`config.mk`:
```
export PLATFORM = sky130hd
export DESIGN_NAME = afs_regs
export DESIGN_NICKNAME = d
export VERILOG_FILES = /design/src/rtl/afs_pkg.sv /design/src/rtl/afs_regs.sv /design/src/rtl/afs_clipper.sv
export SDC_FILE = /design/constraint.sdc
export NUM_CORES = 1
export LEC_CHECK = 0
export ABC_AREA = 1
export BUFFER_PORTS_ARGS = -buffer_cell sky130_fd_sc_hd__buf_2
export CAP_MARGIN = 0
export CORE_ASPECT_RATIO = 0.6
export CORE_MARGIN = 1.5
export CORE_UTILIZATION = 35
export DETAILED_ROUTE_END_ITERATION = 8
export SYNTH_ARGS = -nofsm -noshare
export SYNTH_HDL_FRONTEND = slang
export SYNTH_SLANG_ARGS = --single-unit
```
`constraint.sdc`:
```
create_clock -name clock -period 3.7 [get_ports clock]
set_input_delay 0.555 -clock clock [delete_from_list [all_inputs] [get_ports clock]]
set_output_delay 0.555 -clock clock [all_outputs]
set_load 0.1 [all_outputs]
```
`src/rtl/afs_pkg.sv`:
```
// Constants for the fault status and clip level register slice.
// Assumes a simple byte-wide control port with 8-bit addresses.
package afs_pkg;
	// ****************************************
	// Register offsets
	// ****************************************
	localparam logic [7:0] FAULT_ADDR = 8'h08;
	localparam logic [7:0] RSVD_LO_ADDR = 8'h09;
	localparam logic [7:0] RSVD_HI_ADDR = 8'h0f;
	localparam logic [7:0] CLIP_MID_ADDR = 8'h10;
	localparam logic [7:0] CLIP_LOW_ADDR = 8'h11;
	// ****************************************
	// Field positions and resets
	// ****************************************
	localparam int SCALE_LSB = 4;
	localparam int CLK_BIT = 3;
	localparam int OC_BIT = 2;
	localparam int DC_BIT = 1;
	localparam int OT_BIT = 0;
	localparam int CLIP_LOW_LSB = 2;
	localparam logic [1:0] SCALE_RST = 2'h0;
	localparam logic [7:0] CLIP_MID_RST = 8'h01;
	localparam logic [5:0] CLIP_LOW_RST = 6'h01;
	localparam logic [1:0] CLIP_LOW_RSVD_RST = 2'h0;
endpackage

```
`src/rtl/afs_regs.sv`:
```
// Fault configuration/status and clip level registers of the amplifier control port.
// Assumes fault detectors and the shutdown control are async and two-flop synchronised here; the
// upper clip level bits arrive from another register block.

// Operation
// Two-bit overcurrent scale: 00 full, 01 three quarters, 10 half, 11 quarter.
// Clock fault flag follows the detector and clears itself when clocks recover.
// Overcurrent flag latches and halts output until shutdown control toggles.
// DC error flag latches and halts output until shutdown control toggles.
// Over-temperature flag latches and halts output until shutdown control toggles.
// All four fault flags read-only, reset to zero, zero means absent.
// Fault register bits 7:6 read as zero and ignore writes.
// Host must not touch reserved addresses 0x09 to 0x0f.
// Twenty-bit clip threshold built from three fields, high to low.
// Register 0x10 holds threshold bits 13:6, read and write.
// Register 0x11 bits 7:2 hold threshold bits 5:0, read and write.
// Host keeps register 0x11 bits 1:0 at zero.
// Samples above threshold magnitude are limited; others pass unchanged.
module afs_regs #(
	parameter int SW = 24
) (
	input wire logic clock, // 40 MHz clock
	input wire logic rst, // Synchronous reset
	input wire logic regWrite, // Write strobe
	input wire logic regRead, // Read strobe
	input wire logic [7:0] regAddr, // Register address
	input wire logic [7:0] regWdata, // Write data
	output logic [7:0] regRdata, // Read data
	input wire logic [5:0] clipLevelHigh, // Threshold bits 19:14
	input wire logic clockFaultIn, // Clock fault detector, async
	input wire logic overcurrentIn, // Overcurrent detector, async
	input wire logic outputDcIn, // DC offset detector, async
	input wire logic overtempIn, // Temperature detector, async
	input wire logic speakerShutdownControl, // Shutdown control, async
	output logic [1:0] overcurrentTripScale, // Trip scale code
	output logic outputHalt, // Stop output stage
	output logic [19:0] clipThresholdLevel, // Assembled threshold
	input wire logic sampleValid, // Input sample strobe
	input wire logic signed [SW-1:0] sampleIn, // Input sample
	output logic sampleOutValid, // Output strobe
	output logic signed [SW-1:0] sampleOut // Clipped sample
);
	// ****************************************
	// Input synchronisers
	// ****************************************
	logic [4:0] sync1_q, sync2_q;
	always_ff @(posedge clock) begin
		if (rst) begin
			sync1_q <= '0;
			sync2_q <= '0;
		end else begin
			sync1_q <= {speakerShutdownControl, clockFaultIn, overcurrentIn, outputDcIn, overtempIn};
			sync2_q <= sync1_q;
		end
	end
	wire logic sdSync = sync2_q[4];
	wire logic clkFaultSync = sync2_q[3];
	wire logic [2:0] latchIn = sync2_q[2:0];

	// ****************************************
	// Fault flags
	// ****************************************
	// Toggle means any change of the shutdown level; set wins over the clear
	logic sdPrev_q;
	logic clockFaultFlag_q;
	logic [2:0] latched_q;
	wire logic sdToggle = sdSync ^ sdPrev_q;
	wire logic [2:0] latched_d = latchIn | (sdToggle ? 3'h0 : latched_q);
	always_ff @(posedge clock) begin
		if (rst) begin
			sdPrev_q <= 1'b0;
			clockFaultFlag_q <= 1'b0;
			latched_q <= '0;
		end else begin
			sdPrev_q <= sdSync;
			clockFaultFlag_q <= clkFaultSync;
			latched_q <= latched_d;
		end
	end
	wire logic overcurrentFaultFlag = latched_q[2];
	wire logic outputDcFaultFlag = latched_q[1];
	wire logic overtempFaultFlag = latched_q[0];
	assign outputHalt = clockFaultFlag_q | (|latched_q);

	// ****************************************
	// Writable fields
	// ****************************************
	logic [1:0] scale_q;
	logic [7:0] clipMid_q;
	logic [5:0] clipLow_q;
	logic [1:0] clipLowRsvd_q;
	wire logic wrFault = regWrite && regAddr == afs_pkg::FAULT_ADDR;
	wire logic wrMid = regWrite && regAddr == afs_pkg::CLIP_MID_ADDR;
	wire logic wrLow = regWrite && regAddr == afs_pkg::CLIP_LOW_ADDR;
	always_ff @(posedge clock) begin
		if (rst) begin
			scale_q <= afs_pkg::SCALE_RST;
			clipMid_q <= afs_pkg::CLIP_MID_RST;
			clipLow_q <= afs_pkg::CLIP_LOW_RST;
			clipLowRsvd_q <= afs_pkg::CLIP_LOW_RSVD_RST;
		end else begin
			if (wrFault) begin
				scale_q <= regWdata[afs_pkg::SCALE_LSB +: 2];
			end
			if (wrMid) begin
				clipMid_q <= regWdata;
			end
			if (wrLow) begin
				clipLow_q <= regWdata[7:afs_pkg::CLIP_LOW_LSB];
				clipLowRsvd_q <= regWdata[1:0];
			end
		end
	end
	assign overcurrentTripScale = scale_q;
	assign clipThresholdLevel = {clipLevelHigh, clipMid_q, clipLow_q};

	// ****************************************
	// Read path
	// ****************************************
	// Reserved 0x09..0x0f and unmapped addresses read zero
	wire logic [7:0] faultRd = {2'h0, scale_q, clockFaultFlag_q, overcurrentFaultFlag, outputDcFaultFlag,
		overtempFaultFlag};
	wire logic [7:0] rdMux = (regAddr == afs_pkg::FAULT_ADDR) ? faultRd :
		(regAddr == afs_pkg::CLIP_MID_ADDR) ? clipMid_q :
		(regAddr == afs_pkg::CLIP_LOW_ADDR) ? {clipLow_q, clipLowRsvd_q} : 8'h00;
	logic [7:0] rdata_q;
	always_ff @(posedge clock) begin
		if (rst) begin
			rdata_q <= 8'h00;
		end else if (regRead) begin
			rdata_q <= rdMux;
		end
	end
	assign regRdata = rdata_q;

	// ****************************************
	// Clipper datapath
	// ****************************************
	afs_clipper #(.SW(SW)) clipper (
		.clock(clock),
		.rst(rst),
		.clipThreshold(clipThresholdLevel),
		.sampleValid(sampleValid),
		.sampleIn(sampleIn),
		.sampleOutValid(sampleOutValid),
		.sampleOut(sampleOut)
	);

	// ****************************************
	// Checks
	// ****************************************
	property p_scale_write;
		@(posedge clock) disable iff (rst) wrFault |=> overcurrentTripScale == $past(regWdata[5:4]);
	endproperty
	a_scale_write: assert property (p_scale_write) else $error("Trip scale not written");
	property p_clock_follow;
		@(posedge clock) disable iff (rst) clkFaultSync |=> clockFaultFlag_q;
	endproperty
	a_clock_follow: assert property (p_clock_follow) else $error("Clock fault flag missed");
	property p_clock_clear;
		@(posedge clock) disable iff (rst) !clkFaultSync |=> !clockFaultFlag_q;
	endproperty
	a_clock_clear: assert property (p_clock_clear) else $error("Clock fault flag stuck");
	property p_oc_hold;
		@(posedge clock) disable iff (rst) overcurrentFaultFlag && !sdToggle |=> overcurrentFaultFlag && outputHalt;
	endproperty
	a_oc_hold: assert property (p_oc_hold) else $error("Overcurrent flag dropped");
	property p_dc_hold;
		@(posedge clock) disable iff (rst) outputDcFaultFlag && !sdToggle |=> outputDcFaultFlag;
	endproperty
	a_dc_hold: assert property (p_dc_hold) else $error("DC flag dropped");
	property p_ot_set;
		@(posedge clock) disable iff (rst) latchIn[0] |=> overtempFaultFlag ##0 outputHalt;
	endproperty
	a_ot_set: assert property (p_ot_set) else $error("Overtemp flag not set");
	property p_rsvd_zero;
		@(posedge clock) disable iff (rst) regRead && regAddr == afs_pkg::FAULT_ADDR |=>
			regRdata[7:6] == 2'h0 && regRdata[5:4] == $past(overcurrentTripScale);
	endproperty
	a_rsvd_zero: assert property (p_rsvd_zero) else $error("Reserved bits nonzero");
	property p_mid_read;
		@(posedge clock) disable iff (rst) regRead && regAddr == afs_pkg::CLIP_MID_ADDR |=> regRdata == $past(clipMid_q);
	endproperty
	a_mid_read: assert property (p_mid_read) else $error("Clip middle readback wrong");
	property p_low_write;
		@(posedge clock) disable iff (rst) wrLow |=> clipThresholdLevel[5:0] == $past(regWdata[7:2]);
	endproperty
	a_low_write: assert property (p_low_write) else $error("Clip low bits not written");

	// ****************************************
	// Latch set, hold and clear checks, plus register read and write checks
	// ****************************************
	property p_oc_set;
		@(posedge clock) disable iff (rst) latchIn[2] |=> overcurrentFaultFlag && outputHalt;
	endproperty
	a_oc_set: assert property (p_oc_set) else $error("Overcurrent flag not set");
	property p_oc_clear;
		@(posedge clock) disable iff (rst) sdToggle && !latchIn[2] |=> !overcurrentFaultFlag;
	endproperty
	a_oc_clear: assert property (p_oc_clear) else $error("Overcurrent flag not cleared");
	property p_dc_set;
		@(posedge clock) disable iff (rst) latchIn[1] |=> outputDcFaultFlag && outputHalt;
	endproperty
	a_dc_set: assert property (p_dc_set) else $error("DC flag not set");
	property p_dc_clear;
		@(posedge clock) disable iff (rst) sdToggle && !latchIn[1] |=> !outputDcFaultFlag;
	endproperty
	a_dc_clear: assert property (p_dc_clear) else $error("DC flag not cleared");
	property p_ot_hold;
		@(posedge clock) disable iff (rst) overtempFaultFlag && !sdToggle |=> overtempFaultFlag && outputHalt;
	endproperty
	a_ot_hold: assert property (p_ot_hold) else $error("Overtemp flag dropped");
	property p_ot_clear;
		@(posedge clock) disable iff (rst) sdToggle && !latchIn[0] |=> !overtempFaultFlag;
	endproperty
	a_ot_clear: assert property (p_ot_clear) else $error("Overtemp flag not cleared");
	property p_flags_ro;
		@(posedge clock) disable iff (rst) wrFault && !sdToggle && latchIn == 3'h0 |=>
			latched_q == $past(latched_q);
	endproperty
	a_flags_ro: assert property (p_flags_ro) else $error("Fault flags changed by write");
	property p_low_read;
		@(posedge clock) disable iff (rst) regRead && regAddr == afs_pkg::CLIP_LOW_ADDR |=>
			regRdata[7:2] == $past(clipThresholdLevel[5:0]);
	endproperty
	a_low_read: assert property (p_low_read) else $error("Clip low readback wrong");
	property p_mid_write;
		@(posedge clock) disable iff (rst) wrMid |=> clipThresholdLevel[13:6] == $past(regWdata);
	endproperty
	a_mid_write: assert property (p_mid_write) else $error("Clip middle bits not written");
	property p_scale_hold;
		@(posedge clock) disable iff (rst) !wrFault |=> overcurrentTripScale == $past(overcurrentTripScale);
	endproperty
	a_scale_hold: assert property (p_scale_hold) else $error("Trip scale changed without write");
endmodule

```
`src/rtl/afs_clipper.sv`:
```
// Symmetric sample clipper against a magnitude threshold.
// Assumes signed two's complement samples on the same clock.
module afs_clipper #(
	parameter int SW = 24
) (
	input wire logic clock, // System clock
	input wire logic rst, // Synchronous reset
	input wire logic [19:0] clipThreshold, // Magnitude limit
	input wire logic sampleValid, // Input sample strobe
	input wire logic signed [SW-1:0] sampleIn, // Input sample
	output logic sampleOutValid, // Output strobe
	output logic signed [SW-1:0] sampleOut // Clipped sample
);
	wire logic signed [SW:0] posLim = $signed({{(SW-19){1'b0}}, clipThreshold});
	wire logic signed [SW:0] negLim = -posLim;
	wire logic signed [SW:0] wideIn = {sampleIn[SW-1], sampleIn};
	wire logic signed [SW:0] clipped = (wideIn > posLim) ? posLim : (wideIn < negLim) ? negLim : wideIn;
	logic valid_q;
	logic signed [SW-1:0] out_q;
	always_ff @(posedge clock) begin
		if (rst) begin
			valid_q <= 1'b0;
			out_q <= '0;
		end else begin
			valid_q <= sampleValid;
			if (sampleValid) begin
				out_q <= clipped[SW-1:0];
			end
		end
	end
	assign sampleOutValid = valid_q;
	assign sampleOut = out_q;
endmodule

```
Yosys cells after proc, flatten, opt, wreduce, memory -nomap -nowiden. Index checks and enable logic that the tools add are counted.

Reductions and logical operators: 4. Muxes and demuxes: 6. Divide/modulo/power cells: 0. Order comparisons: 2. Add/sub/neg operators: 1. Shifts and indexed selects: 0. Bitwise logic cells: 3. $mul: 0. Eq/ne operators: 3.

Operators with widths (number): $mux 24 (2); $lt 24x25->1 (1); $neg 20->25 (1); $gt 24x21->1 (1); $mux 8 (3); $eq 8x5->1 const B (2); $eq 8x4->1 const B (1); $logic_and 1x1->1 (3); $mux 3 (1); $or 3x3->3 (1); $reduce_or 3->1 (1); $or 1x1->1 (1); $xor 1x1->1 (1).

Word-level logic and storage cells: 31. Flip-flop bits (word level): 66. Memories kept: 0. Memory bits (read-only): 0. Bits in latches: 0. Memory bits (writable): 0. Bits of input ports: 56. Output and inout port bits: 56.

Logic depth before layout (Yosys ltp).
Word-level depth: 4. Depth in mapped cells: 25. Gate-level depth less buffers: 24.

Cells and area by module. A second synthesis with hierarchy kept.

Cells, all modules: 721. Area total of the unflattened synthesis: 4834.6 sq um.

By module, submodules not included: afs_clipper (instances 1, area an instance 3088.0 sq um, sequential area each 500.5 sq um, cells an instance 497); afs_regs (instances 1, area an instance 1746.7 sq um, sequential area each 820.8 sq um, cells an instance 224).

Worst setup path before layout. Ideal clock, no wire load.

Kind: register to register. Start: reg clipLow_q[3]. End: reg clipper.out_q[6] (netlist: clipper.sampleOut[6]). Required time: 3584 ps. Slack: 133 ps. Setup time: 116 ps. Cell stages (with the launch flop): 23. Arrival time: 3451 ps. Buffers on the path: 1. Cells stage by stage: dfxtp_1 clkinv_1 nand3_2 nor2_1 nand3_1 nor2_1 nand3_1 nor3_1 ha_1 nand2_1 nor2_2 nand4_1 nor2_1 nand2_1 nand3_2 nand2_1 nand2_4 buf_8 nand2_2 nand3_1 nand2_1 nand2_1 nand2_1.

Word-level cells in the longest chain between the ends: 4. Elaborated cells between the ends (all ways): 5. Classes of those cells: add/sub (1); order compare (2); mux (2).

Ends and longest elaborated chain: start: declaration (RTL line afs_regs.sv:90) `logic [5:0] clipLow_q;`; start signal: assignment (RTL line afs_regs.sv:99) `clipLow_q <= afs_pkg::CLIP_LOW_RST;`; start signal: assignment (RTL line afs_regs.sv:109) `clipLow_q <= regWdata[7:afs_pkg::CLIP_LOW_LSB];`; $neg 20->25 (RTL line afs_clipper.sv:15) `wire logic signed [SW:0] negLim = -posLim;`; $lt 24x25->1 (RTL line afs_clipper.sv:17) `wire logic signed [SW:0] clipped = (wideIn > posLim) ? posLim : (wideIn < negLim) ? negLim : wideIn;`; $mux 24 (RTL line afs_clipper.sv:17); $mux 24 * (RTL line afs_clipper.sv:17); end signal: assignment (RTL line afs_clipper.sv:27) `out_q <= clipped[SW-1:0];`; end: declaration (RTL line afs_clipper.sv:19) `logic signed [SW-1:0] out_q;`.

Mark *: on every way between the ends. The rest lies on a longest branch, timed or not. A chain may end at the register's enable or synchronous reset.

Worst setup path in the final report.
Start: reg clipLow_q[0]. End: reg clipper.out_q[6] (netlist: clipper.sampleOut[6]).

The elaborated chain is that of the path after synthesis.

==> results.toml <==
[status]
status = "completed"

[worst_setup_path]
regToRegSetupSlack_ns = 0.23
critPathKind = "register to register"
reg2reg_depth = 22
startpoint = "clipLow_q[0]"
r2r-start = "clipLow_q[0]"
critPathLaunchType = "register"
r2r_end = "clipper.sampleOut[6]"
required_ns = 3.92
crit_fanout = 8
critical_path_arrival_ns = 3.69
end_kind = "register"

[timing]
maxSlewHeadroom = 0.2713
period_needed_ns = 3.473
timing.final.hold_violations = 0
period_share = 0.9385
setup_viol = 0
worstMarginPinSlew_ns = 1.092
fin_worst_skew_ns = 0.009918
fin_tns_setup_ns = 0
maxSlewViolCount = 0
max_freq_mhz = 288.0

[power_and_ir_drop]
power_density_nw_per_um2 = 370.1
p_leak_uw = 0.002975
ir_worst_vdd_v = 0.0001941
power.total_uw = 2098

[cts]
clock_path_buffers = 2
clock_latency_ns = 0.34
post_cts_buffers = 0
path_clk_slew_ns = 0.06
clock-root-buffer = "clkbuf_16"
cts_tree = "yes"
hold_buffers = 0
h-tree-depth = 3
cts_resized = 0
cts-buffers-inserted = 9
cts_sinks = 66

[synth]
synth_cell_types = 41
synth_seq_cells = 66
synth_area_um2 = 4703
yosysSeqAreaShare = 0.2809
syn_inst = 693
synth_nets = 794
synth-edff-count = 0
synth.most_common_cell = "nand2_1"
synth_area_leaders = "dfxtp_1 28%, nand2_1 15%, ha_1 12%, inv_1 7.6%, a21oi_1 4.8%"
synthFlopType = "dfxtp_1"
ys_async_sr_fraction = 0
yosysWarnings = 0
synth_area_leader_cell = "dfxtp_1"
yosysTopAreaCellShare = 0.2809
syn-mean-instance-area_um2 = 6.787
yosys-top-cells-count = "191 x nand2_1, 95 x inv_1, 66 x dfxtp_1, 53 x nor2_1"

[drt]
drtPass1Iterations = 5
drc = 0
wl_mm = 14.31
num_vias = 4664
wl_per_cell_um = 14.74
drtIter0Drc = 361
ant_nets = 0
post_drt_via_cell_ratio = 4.803

[grt]
busiest_layer = "met1"
grt.overflow.total = 0
grt_use_total = 0.2039
grt_pass1_vias = 4026
use_met1 = 0.3364
grtUsageMet3 = 0.05147
grt_pass1_wl_mm = 22.55
grt.met2_usage = 0.2511
grt_max_degree = 35
antenna_found_initial = 0

[placed_design]
placedInstanceArea_um2 = 5354
gp_congestion = 0.8639
hpwlAfterDp_mm = 11.11
place.port_buffers = 111

[die]
fp.dieH_um = 92.79
coreArea_um2 = 12970
start_util = 0.3626
ios = 112
dieArea_um2 = 14160
rows = 32
fp.dieW_um = 152.7

[min_path]
holdPathStages = 2
holdCritStartpoint = "sync1_q[1]"
hp-class = "register to register"
hold_path_end = "sync2_q[1]"

[final_layout]
postLayoutCellArea_um2 = 5668
regArea_um2 = 1321
drive_gt1_frac = 0.2297
multiInputGateArea_um2 = 2818
area_growth_pct = 20.51
nets = 897
nFillCells = 1371
antenna_cells = 0

[run]
maxCapViolCount = 0
final cells by class:
cell class,instances,area share
multi-input combinational,498,0.4971
sequential,66,0.2331
timing repair buffer,120,0.1121
inverter,101,0.06689
clock buffer,9,0.03974
tap,170,0.03753
clock inverter,7,0.01347
metrics by stage:
stage | std cells | utilization | worst slack [ns] | hold slack [ns]
6_report | 971 | 0.4369 | 0.2275 | 0.4017
5_1_grt | 971 | 0.4369 | -0.005725 | 0.4171
4_1_cts | 971 | 0.4360 | 0.1117 | 0.4033
3_5_place_dp | 955 | 0.4127 | 0.1591 | 0.3954
3_3_place_gp | 955 | 0.4127 | 0.1689 | 0.3935
2_1_floorplan | 693 | - | 0.1331 | 0.3883
flip-flops by register name, summed over array words and instances (netlist names):
| name | count |
|---|---|
| clipLowRsvd_q | 2 |
| clipLow_q | 6 |
| clipMid_q | 8 |
| clipper.sampleOut | 24 |
| clipper.sampleOutValid | 1 |
| clockFaultFlag_q | 1 |
| latched_q | 3 |
| overcurrentTripScale | 2 |
| regRdata | 8 |
| sdPrev_q | 1 |
| sync1_q | 5 |
| sync2_q | 5 |
worst max path at each step:
stage	endpoint	slack, ns	cells after the start
6_report	clipper.sampleOut[6]	0.23	22
5_1_grt	clipper.sampleOut[5]	-0.006	22
4_1_cts	clipper.sampleOut[6]	0.11	22
3_5_place_dp	clipper.sampleOut[3]	0.16	22
3_3_place_gp	clipper.sampleOut[18]	0.17	22
2_1_floorplan	clipper.sampleOut[6]	0.13	22
layer usage:
metal	part of all wire	wire (µm)	up-vias
li1	-	-	2428
met1	0.56	8052	2037
met2	0.35	4990	187
met3	0.083	1182	12
met4	0.0058	83	0
met5	0	0	-
kinds of logic after synthesis:
| group | share of synthesized area |
|---|---|
| fa+ha+maj | 0.1197 |
| buf+inv | 0.1226 |
| flops | 0.2809 |
| simple gates | 0.3184 |
| xor+xnor | 0.02607 |
| compound gates | 0.1322 |
cell usage in the layout, fill, tap and decap left out, types with 12 or more instances in the layout:
cell type	instances
a21oi_1	45
o21ai_0	29
nand2_1	191
nor2_1	52
nand2_2	12
xor2_1	13
inv_1	94
buf_2	111
nand3_1	41
ha_1	45
dfxtp_1	66
power breakdown:
part / leakage (µW) / total [µW] / internal [µW] / switching (µW)
logic: 0.00229 / 472 / 112 / 361
clock network: 0.000142 / 873 / 526 / 347
registers: 0.000540 / 752 / 739 / 13.4
total: 0.00297 / 2100 / 1380 / 721
critical path, cell delays in order, from the launching register on:
cell and delay, ns:
dfxtp_1 0.33, inv_2 0.12, ha_1 0.25, nand3_2 0.15, nor2_1 0.19, nand3_2 0.15
nor2_2 0.16, nand3_1 0.19, nor3_2 0.22, ha_1 0.28, a21oi_1 0.16, nor2_1 0.05
nor2_1 0.08, nand2_1 0.07, a21oi_1 0.17, nand3_1 0.14, nand2_4 0.12, buf_4 0.19
nand2_2 0.06, nand3_1 0.06, nand2_1 0.06, nand2_1 0.06, nand2_1 0.07
No activity file was read; power rests on OpenSTA's default activity.
